## src/rtl/dsr_pkg.sv

```systemverilog
// Package for the debug system reset request block.
// Assumes a classic Wishbone slave with 32-bit data and byte addresses.
`default_nettype none
package dsr_pkg;
  // ==========================================================
  // Widths
  localparam int ADDR_W = 12;
  localparam int DATA_W = 32;
  // ==========================================================
  // Register offsets
  localparam logic [11:0] OFF_SYS_RST_REQ = 12'h310;
  localparam logic [11:0] OFF_SYS_RST_ACK = 12'h314;
  localparam logic [11:0] OFF_AUTH_STATUS = 12'hFB8;
  localparam logic [11:0] OFF_CIDENT_0    = 12'hFF0;
  localparam logic [11:0] OFF_CIDENT_1    = 12'hFF4;
  localparam logic [11:0] OFF_CIDENT_2    = 12'hFF8;
  localparam logic [11:0] OFF_CIDENT_3    = 12'hFFC;
  // ==========================================================
  // Field positions
  localparam int REQ_BIT      = 1;
  localparam int ACK_BIT      = 1;
  localparam int AUTH_ROOT_NONINV_LO  = 26;
  localparam int AUTH_ROOT_INV_LO     = 24;
  localparam int AUTH_REALM_NONINV_LO = 14;
  localparam int AUTH_REALM_INV_LO    = 12;
  localparam int AUTH_SEC_NONINV_LO   = 6;
  localparam int AUTH_SEC_INV_LO      = 4;
  localparam int AUTH_NS_NONINV_LO    = 2;
  localparam int AUTH_NS_INV_LO       = 0;
  // ==========================================================
  // Fixed identification values
  localparam logic [7:0] PREAMBLE_BYTE_0   = 8'h0D;
  localparam logic [3:0] PREAMBLE_NIBBLE_1 = 4'h0;
  localparam logic [3:0] CLASS_ROM_TABLE   = 4'h9;
  localparam logic [7:0] PREAMBLE_BYTE_2   = 8'h05;
  localparam logic [7:0] PREAMBLE_BYTE_3   = 8'hB1;
  // ==========================================================
  // Reset values and timing
  localparam logic       REQ_RESET        = 1'b0;
  localparam logic [3:0] DBG_PULSE_CYCLES = 4'h4;
  // ==========================================================
  // Security configuration of the system
  typedef enum logic [1:0] {
    DSR_SEC_NONE   = 2'h0,
    DSR_SEC_SPLIT  = 2'h1,
    DSR_SEC_ROOT   = 2'h3
  } dsr_sec_t;
  // Reset sequencer states, Gray along the path
  typedef enum logic [1:0] {
    DSR_IDLE  = 2'h0,
    DSR_PULSE = 2'h1,
    DSR_HOLD  = 2'h3,
    DSR_DRAIN = 2'h2
  } dsr_state_t;
endpackage
`default_nettype wire

```

## src/rtl/dsr_sync.sv

```systemverilog
// Three-stage synchroniser with agreement filter for pin levels.
// Assumes input is asynchronous to core_clk.
`default_nettype none
module dsr_sync #(
  parameter logic RESET_VAL = 1'b0
) (
  input  wire logic core_clk,
  input  wire logic rst_n,
  input  wire logic pinIn,
  output logic      level
);
  typedef struct packed {
    logic s1;
    logic s2;
    logic s3;
    logic lvl;
  } dsr_sync_t;
  dsr_sync_t st;
  dsr_sync_t next_st;
  always_comb begin
    next_st = st;
    next_st.s1 = pinIn;
    next_st.s2 = st.s1;
    next_st.s3 = st.s2;
    // Change counts only when stages two and three agree
    if (st.s2 == st.s3) begin
      next_st.lvl = st.s3;
    end
  end
  always_ff @(posedge core_clk or negedge rst_n) begin
    if (!rst_n) begin
      st <= '{RESET_VAL, RESET_VAL, RESET_VAL, RESET_VAL};
    end else begin
      st <= next_st;
    end
  end
  assign level = st.lvl;
endmodule
`default_nettype wire

```

## src/rtl/dsr_top.sv

```systemverilog
// Debug system reset request block with auth status and component id.
// Assumes a classic Wishbone master and asynchronous auth pin levels.
//
// Behaviour
// - Request bit set holds system reset asserted for its whole duration.
// - Debug logic may be reset once but is released straight after.
// - System reset or debug reset clears request; system then released.
// - With root extension, requests ignored while root invasive off.
// - Split worlds without root: ignored while secure invasive off.
// - No security split: ignored while invasive debug is off.
// - Read-only auth status register at offset FB8 shows levels.
// - Unprivileged and hypervisor level fields always read zero.
// - Root fields at 27:26 and 25:24; bits 31:28 read zero.
// - Realm fields at 15:14 and 13:12.
// - Secure and non-secure fields at 7:6, 5:4, 3:2, 1:0.
// - Without gating need, all auth fields may read zero.
// - Four read-only id registers at FF0..FFC, bits 31:8 zero.
// - Id registers return fixed preamble bytes and ROM class nibble.
//
// The Wishbone interface to the registers was left to the implementer.
`default_nettype none
module dsr_top
  import dsr_pkg::*;
#(
  parameter dsr_pkg::dsr_sec_t SEC_MODE   = dsr_pkg::DSR_SEC_SPLIT,
  parameter bit                AUTH_GATED = 1'b1,
  parameter bit                WRITE_GATE = 1'b0
) (
  input  wire logic                      core_clk,
  input  wire logic                      rst_n,
  input  wire logic                      wb_cyc_i,
  input  wire logic                      wb_stb_i,
  input  wire logic                      wb_we_i,
  input  wire logic [dsr_pkg::ADDR_W-1:0] wb_adr_i,
  input  wire logic [3:0]                wb_sel_i,
  input  wire logic [dsr_pkg::DATA_W-1:0] wb_dat_i,
  output logic      [dsr_pkg::DATA_W-1:0] wb_dat_o,
  output logic                           wb_ack_o,
  output logic                           wb_err_o,
  input  wire logic                      invasiveEn,
  input  wire logic                      nonInvasiveEn,
  input  wire logic                      secInvasiveEn,
  input  wire logic                      secNonInvasiveEn,
  input  wire logic                      rootInvasiveEn,
  input  wire logic                      rootNonInvasiveEn,
  input  wire logic                      realmInvasiveEn,
  input  wire logic                      realmNonInvasiveEn,
  input  wire logic                      sysResetDone,
  input  wire logic                      sysResetActive,
  input  wire logic                      dbgResetActive,
  output logic                           sysResetReq,
  output logic                           dbgResetPulse
);
  import dsr_pkg::*;

  // ==========================================================
  // Pin synchronisers
  logic [7:0] authPins;
  logic [7:0] authLvl;
  logic       sysRstLvl;
  logic       dbgRstLvl;
  logic       sysDoneLvl;
  assign authPins = {rootNonInvasiveEn, rootInvasiveEn, realmNonInvasiveEn,
                     realmInvasiveEn, secNonInvasiveEn, secInvasiveEn,
                     nonInvasiveEn, invasiveEn};

  genvar gi;
  generate
    for (gi = 0; gi < 8; gi++) begin : gAuth
      dsr_sync #(.RESET_VAL(1'b0)) uSync (
        .core_clk (core_clk),
        .rst_n    (rst_n),
        .pinIn    (authPins[gi]),
        .level    (authLvl[gi])
      );
    end
  endgenerate

  dsr_sync #(.RESET_VAL(1'b0)) uSysRst (
    .core_clk (core_clk),
    .rst_n    (rst_n),
    .pinIn    (sysResetActive),
    .level    (sysRstLvl)
  );
  dsr_sync #(.RESET_VAL(1'b0)) uDbgRst (
    .core_clk (core_clk),
    .rst_n    (rst_n),
    .pinIn    (dbgResetActive),
    .level    (dbgRstLvl)
  );
  dsr_sync #(.RESET_VAL(1'b0)) uSysDone (
    .core_clk (core_clk),
    .rst_n    (rst_n),
    .pinIn    (sysResetDone),
    .level    (sysDoneLvl)
  );

  // ==========================================================
  // Authentication decode
  function automatic logic [1:0] authField(input logic en);
    if (!AUTH_GATED) begin
      authField = 2'h0;
    end else begin
      authField = en ? 2'h3 : 2'h2;
    end
  endfunction

  logic reqAllowed;
  always_comb begin
    unique case (SEC_MODE)
      DSR_SEC_ROOT:  reqAllowed = authLvl[6];
      DSR_SEC_SPLIT: reqAllowed = authLvl[2];
      DSR_SEC_NONE:  reqAllowed = authLvl[0];
      default:       reqAllowed = 1'b0;
    endcase
    if (!AUTH_GATED) begin
      reqAllowed = 1'b1;
    end
  end

  logic [DATA_W-1:0] authWord;
  always_comb begin
    authWord = '0;
    if (SEC_MODE == DSR_SEC_ROOT) begin
      authWord[AUTH_ROOT_NONINV_LO +: 2]  = authField(authLvl[7]);
      authWord[AUTH_ROOT_INV_LO +: 2]     = authField(authLvl[6]);
      authWord[AUTH_REALM_NONINV_LO +: 2] = authField(authLvl[5]);
      authWord[AUTH_REALM_INV_LO +: 2]    = authField(authLvl[4]);
    end
    if (SEC_MODE != DSR_SEC_NONE) begin
      authWord[AUTH_SEC_NONINV_LO +: 2] = authField(authLvl[3]);
      authWord[AUTH_SEC_INV_LO +: 2]    = authField(authLvl[2]);
    end
    authWord[AUTH_NS_NONINV_LO +: 2] = authField(authLvl[1]);
    authWord[AUTH_NS_INV_LO +: 2]    = authField(authLvl[0]);
    if (!AUTH_GATED) begin
      authWord = '0;
    end
  end

  // ==========================================================
  // State
  typedef struct packed {
    dsr_state_t        fsm;
    logic              req;
    logic              ack;
    logic [3:0]        pulseCnt;
    logic              busAck;
    logic              busErr;
    logic [DATA_W-1:0] rdData;
  } dsr_top_t;

  dsr_top_t st;
  dsr_top_t next_st;

  logic busReq;
  logic wrReq;
  logic known;
  logic [DATA_W-1:0] rdMux;
  assign busReq = wb_cyc_i && wb_stb_i && !st.busAck && !st.busErr;
  assign wrReq  = busReq && wb_we_i;

  // ==========================================================
  // Read decode
  always_comb begin
    known = 1'b1;
    rdMux = '0;
    unique case (wb_adr_i)
      OFF_SYS_RST_REQ: rdMux[REQ_BIT] = st.req;
      OFF_SYS_RST_ACK: rdMux[ACK_BIT] = st.ack;
      OFF_AUTH_STATUS: rdMux = authWord;
      OFF_CIDENT_0:    rdMux[7:0] = PREAMBLE_BYTE_0;
      OFF_CIDENT_1:    rdMux[7:0] = {CLASS_ROM_TABLE, PREAMBLE_NIBBLE_1};
      OFF_CIDENT_2:    rdMux[7:0] = PREAMBLE_BYTE_2;
      OFF_CIDENT_3:    rdMux[7:0] = PREAMBLE_BYTE_3;
      default:         known = 1'b0;
    endcase
  end

  // ==========================================================
  // Next state
  always_comb begin
    next_st = st;
    next_st.busAck = busReq && known;
    next_st.busErr = busReq && !known;
    next_st.rdData = (busReq && known && !wb_we_i) ? rdMux : '0;
    // Only the request register accepts writes
    if (wrReq && wb_adr_i == OFF_SYS_RST_REQ && wb_sel_i[0]) begin
      if (!(WRITE_GATE && !reqAllowed)) begin
        next_st.req = wb_dat_i[REQ_BIT];
      end
    end
    if (sysRstLvl || dbgRstLvl) begin
      next_st.req = REQ_RESET;
    end
    unique case (st.fsm)
      DSR_IDLE: begin
        next_st.ack = 1'b0;
        if (st.req && reqAllowed) begin
          next_st.fsm      = DSR_PULSE;
          next_st.pulseCnt = DBG_PULSE_CYCLES;
        end
      end
      DSR_PULSE: begin
        if (st.pulseCnt == 4'h1) begin
          next_st.fsm = DSR_HOLD;
        end
        next_st.pulseCnt = st.pulseCnt - 4'h1;
      end
      DSR_HOLD: begin
        next_st.ack = sysDoneLvl;
        if (!st.req || !reqAllowed) begin
          next_st.fsm = DSR_DRAIN;
        end
      end
      DSR_DRAIN: begin
        next_st.ack = 1'b0;
        next_st.fsm = DSR_IDLE;
      end
    endcase
  end

  always_ff @(posedge core_clk or negedge rst_n) begin
    if (!rst_n) begin
      st <= '{DSR_IDLE, REQ_RESET, 1'b0, 4'h0, 1'b0, 1'b0, '0};
    end else begin
      st <= next_st;
    end
  end

  // ==========================================================
  // Outputs
  // Hold system reset throughout
  assign sysResetReq   = (st.fsm == DSR_PULSE) || (st.fsm == DSR_HOLD);
  assign dbgResetPulse = (st.fsm == DSR_PULSE);
  assign wb_ack_o      = st.busAck;
  assign wb_err_o      = st.busErr;
  assign wb_dat_o      = st.rdData;
endmodule
`default_nettype wire

```

## config.mk

```make
export PLATFORM = sky130hd
export DESIGN_NAME = dsr_top
export DESIGN_NICKNAME = d
export VERILOG_FILES = /design/src/rtl/dsr_pkg.sv /design/src/rtl/dsr_sync.sv /design/src/rtl/dsr_top.sv
export SDC_FILE = /design/constraint.sdc
export NUM_CORES = 1
export LEC_CHECK = 0
export ABC_CLOCK_PERIOD_IN_PS = 5000
export BUFFER_PORTS_ARGS = -buffer_cell sky130_fd_sc_hd__clkbuf_2
export CORE_ASPECT_RATIO = 2
export CORE_UTILIZATION = 35
export CTS_BUF_LIST = sky130_fd_sc_hd__clkbuf_4 sky130_fd_sc_hd__clkbuf_8
export DETAILED_ROUTE_END_ITERATION = 12
export GPL_ROUTABILITY_DRIVEN = 0
export SYNTH_ARGS = -nofsm -noshare
export SYNTH_HDL_FRONTEND = slang
export SYNTH_SLANG_ARGS = --single-unit
```

## constraint.sdc

```tcl
create_clock -name core_clk -period 5 [get_ports core_clk]
set_clock_uncertainty 0.1 [all_clocks]
set_input_delay 0.25 -clock core_clk [delete_from_list [all_inputs] [get_ports core_clk]]
set_output_delay 0.25 -clock core_clk [all_outputs]
set_load 0.01 [all_outputs]
```

==> impl_metrics.toml, run 1 <==
[global_routing]
grt_use_total_pct = 11.9
overflow = 0
grt_pass1_vias = 1225
grt_pass1_wl_um = 5270
grt_start_max_net_pins = 47
antenna_found_initial = 0

[synthesis]
synthArstFlopShare_pct = 100
netlist_area_um2 = 1980
ys_types = 39
ys_seq_elements = 46
netlist_instances = 167
yosysWarnings = 0
postSynthAreaPerCell_um2 = 11.9
synth_ff_type = "dfrtp_1"
synth_edf_count = 0
seq_area_frac_synth_pct = 58.0

[routing]
wirelength_um = 3130
drc = 0
vias = 1224
wl_per_cell_um = 11.7
dr.first_iter.drc_count = 12
drtPass1Iterations = 4
ant_nets = 0
via_per_inst = 4.57

[sta]
setup_tns_ns = 0
setup_ws_ns = 3.27
setup-violations-final = 0
min_period_ns = 1.73
fin_hold_ws_ns = 0.0716
max_slew_margin_pct = 62.4
drv_slew = 0
hold_viol = 0
rsz0062_at_grt = "false"
fin_crit_sh_pct = 34.7
worstMarginPinSlew_ns = 0.564
max_freq_mhz = 577

[floorplan]
fp.dieW_um = 55.2
core_area_um2 = 5420
ios = 100
rows = 38
start_util_pct = 36.6
fp.dieH_um = 108
die-area_um2 = 5990

[setup_path]
cp-end-kind = "flop"
rrSetupSlack_ns = 3.27
path_class = "flop to flop"
setup.worst_path.start_class = "flop"
r2r_cells = 4
reg2reg_from = "wb_err_o$_DFF_PN0_"
arrival_ns = 1.81
timing.rr.end = "st[39]$_DFFE_PN0P_"
cp_max_fo = 5
worstPathRequired_ns = 5.07

[cts]
cts_tree = "yes"
cts_inserted_buffers = 5
cts.clk_slew.worst_paths_ns = 0.08
clock_latency_ns = 0.30
cts_buffer_depth = 2
clkSinkCount = 46
cts.htree.levels = 2
clk_root_buffer_cell = "clkbuf_8"

[cells_and_area]
drive_above_1_share_pct = 26.4
fin_area_um2 = 2260
fill_cells = 545
seq_area_um2 = 1150
mostFrequentLayoutCell = "dfrtp_1"
final_cell_mix = "dfrtp_1, clkbuf_2, conb_1, nor2_1, a21oi_1"
diodes = 0
nets = 273
multi_input_area_um2 = 637
area_growth_pct = 14.1

[power_and_ir_drop]
ir_drop_mv = 0.193
power.total_mw = 0.711
powerDensity_nw_per_um2 = 314
p_leak_nw = 1.07

[run]
drv_cap = 0

[hold_path]
hold_end = "wb_dat_o[5]$_DFF_PN0_"
hold_class = "input port to flop"
holdPathStages = 2
min-delay-start = "wb_we_i"

[place]
hpwlAfterDp_um = 2380
io_buffers = 37
pre_cts_ws_ns = 3.28
placed_cell_area_um2 = 2070

[outcome]
status = "completed"
## cell type report
cell class                 instances  area share [%]
timing repair buffer              46            12.1
inverter                           5           0.829
clock inverter                     3            1.77
multi-input combinational        103            28.1
tap                               60            3.32
sequential                        46            50.9
clock buffer                       5            3.04
## sequential cells by signal, summed over array words and instances (netlist names), 2 cells and up
register and flops:
uSysRst.next_st 2, wb_dat_o 8, st 8, gAuth.uSync.level 4, uSysDone.next_st 2, gAuth.uSync.st 4, uDbgRst.next_st 2, gAuth.uSync.next_st 8
## synth_stat cells (2+ instances only)
library cell | count | area, µm²
nand2_1 | 4 | 15.0
o21ai_1 | 2 | 10.0
buf_4 | 32 | 240
nor2_1 | 19 | 71.3
o21ai_0 | 3 | 15.0
a21oi_1 | 11 | 55.1
nor3_1 | 3 | 15.0
nand3_1 | 2 | 10.0
inv_1 | 4 | 15.0
ha_1 | 2 | 25.0
dfrtp_1 | 46 | 1150
clkbuf_1 | 2 | 7.51
maj3_1 | 7 | 70.1
nor4_1 | 2 | 12.5
a22oi_1 | 2 | 15.0
mux2i_1 | 2 | 20.0
and3_1 | 2 | 12.5
## power by group
group	switching, mW	internal (mW)	total [mW]
Combinational	0.0308	0.0200	0.0509
Sequential	0.00720	0.386	0.394
Clock	0.120	0.147	0.267
## worst max-delay path, stage by stage, from the launching register on
cell and delay (ns):
dfrtp_1 0.38, nand4bb_1 0.24, or3_4 0.47, o311ai_2 0.30, o41ai_2 0.12
## routing by layer
layer,vias up,share of wire [%],global-route usage (%)
li1,586,-,-
met1,578,34,10.3
met2,47,56,21.4
met3,13,5.6,4.07
met4,0,4.0,9.82
met5,-,0,0
## per-stage QoR
| step | utilization (%) | std cells |
|---|---|---|
| 3_3_place_gp | 38.3 | 252 |
| 5_1_grt | 41.8 | 268 |
| 4_1_cts | 41.8 | 268 |
| 2_1_floorplan | - | 190 |
| 6_report | 41.8 | 268 |
| 3_5_place_dp | 38.3 | 252 |
## worst max path at each step
stage                  startpoint                 end  slack [ns]
6_report       wb_err_o$_DFF_PN0_  st[39]$_DFFE_PN0P_        3.27
5_1_grt        wb_err_o$_DFF_PN0_  st[39]$_DFFE_PN0P_        3.21
4_1_cts        wb_err_o$_DFF_PN0_  st[39]$_DFFE_PN0P_        3.26
3_5_place_dp   wb_err_o$_DFF_PN0_  st[39]$_DFFE_PN0P_        3.28
3_3_place_gp   wb_err_o$_DFF_PN0_  st[39]$_DFFE_PN0P_        3.30
2_1_floorplan  wb_err_o$_DFF_PN0_  st[39]$_DFFE_PN0P_        3.34
## logic make-up after synthesis
kind of cell    after synthesis  synth area share (%)
mux                           2                  1.01
flops                        46                  58.0
xor+xnor                      2                 0.883
compound gates               22                  7.25
fa+ha+maj                     9                  4.79
simple gates                 44                  13.6
other cells                   1                 0.189
buf+inv                      41                  14.2
## timing repair
item,4_1_cts,5_1_grt
hold buffers,8,0
endpoints found under the setup margin,0,0
buffers inserted,0,0
hold endpoints to repair,53,0
gates resized for setup,0,0
Power figures use the tool's default switching activity.
==> inputs of run 2 (changes only) <==
Settings changed: ABC_CLOCK_PERIOD_IN_PS 5000 to 1600.
Clock period 5 ns to 1.6 ns, I/O delays scaled along.
==> run 2 against run 1 <==
Compared with the run above: the run now ends with negative setup slack left; via count increased by 3.8%; routed wire length increased by 6.9%; combinational power increased to 3.5 times the previous value; first-iteration DRC count increased by 130%; flip-flop and latch count unchanged; total power increased to 3.2 times the previous value; final cell count increased by 4.5%; largest power group unchanged.
==> impl_metrics.toml, run 2 (synthesis gave the netlist of run 1 again) <==
[cts]
cts_tree = "yes"
clkSinkCount = 46
cts.clk_slew.worst_paths_ns = 0.09
cts.htree.levels = 2
cts_buffer_depth = 2
cts_inserted_buffers = 5
clk_root_buffer_cell = "clkbuf_8"
clock_latency_ns = 0.29

[global_routing]
grt_util_met1_pct = 12.2
grt_use_total_pct = 12.4
antenna_found_initial = 0
use_met3_pct = 2.75
grt_pass1_wl_um = 5640
top_usage_layer = "met2"
grtUsageMet2_pct = 23.9
grt_pass1_vias = 1278
overflow = 0
grt_start_max_net_pins = 47

[sta]
max_slew_margin_pct = 61.8
setup_ws_ns = -0.000363
fin_crit_sh_pct = 100
min_period_ns = 1.60
max_freq_mhz = 625
hold_viol = 0
rsz0062_at_grt = "true"
fin_hold_ws_ns = 0.0319
worstMarginPinSlew_ns = 0.573
drv_slew = 0
setup-violations-final = 1

[routing]
dr.first_iter.drc_count = 28
wirelength_um = 3350
drc = 0
drtPass1Iterations = 4
ant_nets = 0
via_per_inst = 4.54
wl_per_cell_um = 11.9
vias = 1270

[outcome]
violations = "negative setup slack"
status = "finished, violations left"

[cells_and_area]
area_growth_pct = 21.3
nets = 285
stdcell_count = 280
final_cell_mix = "dfrtp_1, clkbuf_2, conb_1, nor2_1, dlygate4sd3_1"
diodes = 0
fill_cells = 550
mostFrequentLayoutCell = "dfrtp_1"
drive_above_1_share_pct = 30.0

[setup_path]
crit_path_cell_trace = "nand4bb_4 -> or3_4 -> o311ai_4 -> o41ai_2"
max_stage_delay_ns = 0.42
cp_max_fo = 3
r2r_cells = 4
critical_path.slowest_cell = "or3_4"
setup.worst_path.start_class = "flop"
arrival_ns = 1.68
rrSetupSlack_ns = -0.0004
timing.rr.end = "st[39]$_DFFE_PN0P_"
cp-end-kind = "flop"
worstPathRequired_ns = 1.67
path_class = "flop to flop"
cp-startpoint = "wb_ack_o$_DFF_PN0_"
reg2reg_from = "wb_ack_o$_DFF_PN0_"

[place]
hpwlAfterDp_um = 2440
io_buffers = 37
dp.cells = 259

[floorplan]
rows = 38
start_util_pct = 36.6
core_area_um2 = 5420
die-area_um2 = 5990
fp.dieW_um = 55.2
fp.dieH_um = 108
ios = 100

[power_and_ir_drop]
swShare_pct = 22.3
seqPwrFrac_pct = 54.1
comb_power_share_pct = 7.9
ir_drop_mv = 0.633
powerDensity_nw_per_um2 = 945
p_int_mw = 1.77
p_leak_nw = 1.13
power_frac_clock_pct = 37.9
p_sw_mw = 0.507

[run]
drv_cap = 0

[hold_path]
hold_class = "input port to flop"
hold_end = "wb_dat_o[5]$_DFF_PN0_"
min-delay-start = "wb_adr_i[7]"
holdPathStages = 3
[run 2: power by group through the flow]
stage          registers, mW  clock network [mW]  logic [mW]
2_1_floorplan           1.25                   0       0.121
3_3_place_gp            1.25                   0       0.151
3_5_place_dp            1.25                   0       0.154
4_1_cts                 1.23               0.906       0.182
5_1_grt                 1.24               0.946       0.201
6_report                1.23               0.864       0.180
[run 2: layout make-up]
type | count | area, µm² | share of cell area (%)
Clock buffer | 6 | 76.3 | 3.17
Clock inverter | 2 | 37.5 | 1.56
Inverter | 5 | 18.8 | 0.780
Multi-Input combinational cell | 103 | 676 | 28.1
Sequential cell | 46 | 1150 | 47.8
Tap cell | 60 | 75.1 | 3.12
Timing Repair Buffer | 58 | 373 | 15.5
[run 2: metal layers]
metal | vias to the layer above | share of wire (%)
met2 | 46 | 57
met5 | - | 0
met4 | 0 | 1.9
met3 | 5 | 4.6
li1 | 608 | -
met1 | 611 | 36
[run 2: worst max path at each step]
stage                                       end  slack, ns
after floorplan              st[39]$_DFFE_PN0P_      0.001
after global placement       st[39]$_DFFE_PN0P_     -0.008
after detailed placement     st[39]$_DFFE_PN0P_      -0.03
after CTS                    st[39]$_DFFE_PN0P_      -0.01
after global routing      wb_dat_o[5]$_DFF_PN0_      -0.08
final                        st[39]$_DFFE_PN0P_    -0.0004
[run 2: worst max-delay path, delay by kind of cell, from the launching register on]
| kind | cells | cell delay [ns] |
|---|---|---|
| AO/OA/AOI/OAI | 2 | 0.35 |
| flip-flops | 1 | 0.39 |
| AND/OR/NAND/NOR | 2 | 0.64 |
[run 2: metrics by stage]
stage	total power [mW]	utilization, %	cell area [µm²]	setup WS (ns)	TNS [ns]
after detailed placement	1.41	39.2	2130	-0.0294	-0.0294
after global placement	1.40	39.2	2130	-0.00812	-0.00812
after floorplan	1.37	-	2070	0.000994	0
after global routing	2.39	44.4	2410	-0.0831	-0.176
final	2.28	44.4	2410	-0.000363	-0.000363
after CTS	2.32	44.0	2390	-0.0139	-0.0139
[run 2: repair_timing]
| item | in CTS | in global routing |
|---|---|---|
| endpoints found under the hold margin | 56 | 0 |
| endpoints found under the setup margin | 1 | 4 |
| pin swaps | 0 | 2 |
| hold buffers | 12 | 0 |
| gates cloned | 0 | 0 |
| resized for setup | 2 | 2 |
| setup buffers | 0 | 1 |
==> inputs of run 3 (changes only) <==
Settings changed: ABC_CLOCK_PERIOD_IN_PS 1600 to 1300, PLACE_DENSITY set to 0.67.
Clock period 1.6 ns to 1.3 ns, I/O delays scaled along.
==> run 3 against run 2 <==
Compared with the run above: the flow still finishes with violations (negative setup slack); total power grew 24%; register-to-register slack worse by 0.26 ns; first-iteration DRC count is 32% lower; final area increased by 5.2%; utilization is 2.3 points higher; fmax rose by 2.3%; sequential share of layout area decreased by 2.3 points; flip-flop and latch count did not move; count of clock-buffer cells in the layout fell by 1; hold slack improved by 0.011 ns; critical endpoint unchanged; sequential power rose by 24%.
==> impl_metrics.toml, run 3 (synthesis gave the netlist of run 1 again) <==
[outcome]
status = "finished, violations left"
violations = "negative setup slack"

[cells_and_area]
mostFrequentLayoutCell = "dfrtp_1"
stdcell_count = 292
area_growth_pct = 27.7
nets = 297
drive_above_1_share_pct = 34.9
final_util_pct = 46.7
fin_area_um2 = 2530
diodes = 0
final_cell_mix = "dfrtp_1, clkbuf_2, conb_1, buf_4, nor2_1"
fill_cells = 535

[sta]
min_period_ns = 1.56
drv_slew = 0
max_freq_mhz = 639
hold_viol = 0
rsz0062_at_grt = "true"
setup-violations-final = 10
fin_crit_sh_pct = 120
setup_ws_ns = -0.264

[power_and_ir_drop]
comb_power_share_pct = 8.6
swShare_pct = 22.8
p_int_mw = 2.17
power.total_mw = 2.81
p_sw_mw = 0.641
power_frac_clock_pct = 37.5
powerDensity_nw_per_um2 = 1110
ir_drop_mv = 0.788
seqPwrFrac_pct = 53.9
p_leak_nw = 1.19

[setup_path]
cp-end-kind = "flop"
max_stage_delay_ns = 0.41
cp_max_fo = 5
critical_path.slowest_cell = "or3_4"
cp_num_buf_inv = 0
setup.worst_path.start_class = "flop"
worstPathRequired_ns = 1.38
cp_top_family = "simple AND/OR/NAND/NOR gates"
path_class = "flop to flop"
arrival_ns = 1.64
crit_path_cell_trace = "nand4bb_1 -> or3_4 -> o311ai_4 -> o41ai_2"

[global_routing]
grt_pass1_wl_um = 5650
antenna_found_initial = 0
grt_pass1_vias = 1262
grt_start_max_net_pins = 34
grt_use_total_pct = 12.6
overflow = 0

[routing]
dr.first_iter.drc_count = 19
wirelength_um = 3410
vias = 1335
ant_nets = 0
drtPass1Iterations = 4
wl_per_cell_um = 11.7
drc = 0
via_per_inst = 4.57

[place]
hpwlAfterDp_um = 2450
pre_cts_ws_ns = -0.247
io_buffers = 37
placed_cell_area_um2 = 2180
dp.cells = 265

[cts]
cts_inserted_buffers = 5
cts.clk_slew.worst_paths_ns = 0.09
clkSinkCount = 46
cts_tree = "yes"
clk_root_buffer_cell = "clkbuf_8"
cts.htree.levels = 2
cts_buffer_depth = 2
clock_latency_ns = 0.30

[hold_path]
hold_class = "input port to flop"

[run]
drv_cap = 0

[floorplan]
core_area_um2 = 5420
die-area_um2 = 5990
fp.dieW_um = 55.2
rows = 38
start_util_pct = 36.6
fp.dieH_um = 108
ios = 100
run 3: tightest hold or removal path: cells and delay by family:
kind / cells / cell delay (ns)
buf+inv: 2 / 0.22
simple gates: 2 / 0.11
run 3: per-layer routing:
metal  vias up  GRT usage, %  wire length (µm)
li1        639             -                 -
met1       632          12.5              1250
met2        53          22.4              1870
met3        11          2.99               175
met4         0          9.11               123
met5         -             0                 0
run 3: repair_timing:
item,CTS,global route
pin swaps,3,4
gates resized for setup,4,8
endpoints found under the hold margin,56,0
setup buffers,2,4
setup endpoints to repair,9,12
hold buffers,13,0
gates cloned,0,0
run 3: worst paths after layout:
path | depth (start not counted) | startpoint | slack [ns] | endpoint
worst max-delay path | 4 | wb_ack_o$_DFF_PN0_ | -0.26 | st[39]$_DFFE_PN0P_
worst min-delay path | 4 | wb_adr_i[4] | 0.04 | wb_dat_o[1]$_DFF_PN0_
worst max register to register | 4 | wb_ack_o$_DFF_PN0_ | -0.26 | st[39]$_DFFE_PN0P_
worst min register to register | 0 | uDbgRst.next_st[2]$_DFF_PN0_ | 0.25 | uDbgRst.next_st[1]$_DFF_PN0_
max in group asynchronous | 3 | rst_n | 0.50 | uSysDone.next_st[2]$_DFF_PN0_
min in group asynchronous | 2 | rst_n | 0.11 | gAuth[3].uSync.next_st[2]$_DFF_PN0_
run 3: power groups by stage:
stage / clock (mW) / combinational [mW] / sequential (mW)
floorplan: 0 / 0.148 / 1.54
global placement: 0 / 0.202 / 1.54
detailed placement: 0 / 0.205 / 1.54
CTS: 1.11 / 0.238 / 1.52
global route: 1.16 / 0.270 / 1.52
finish: 1.05 / 0.243 / 1.52
run 3: layout make-up:
class	count	area [µm²]	share of cell area, %
clock buffer	5	68.8	2.72
clock inverter	3	43.8	1.73
inverter	5	18.8	0.741
multi-input combinational	103	693	27.4
sequential	46	1150	45.5
tap	60	75.1	2.96
timing repair buffer	70	482	19.0
run 3: through the flow:
step,setup TNS [ns],hold slack (ns)
4_1_cts,-0.974,0.0241
3_5_place_dp,-1.14,-0.0940
3_3_place_gp,-1.02,-0.102
5_1_grt,-1.82,0.0575
2_1_floorplan,-0.448,-0.331
6_report,-0.981,0.0424
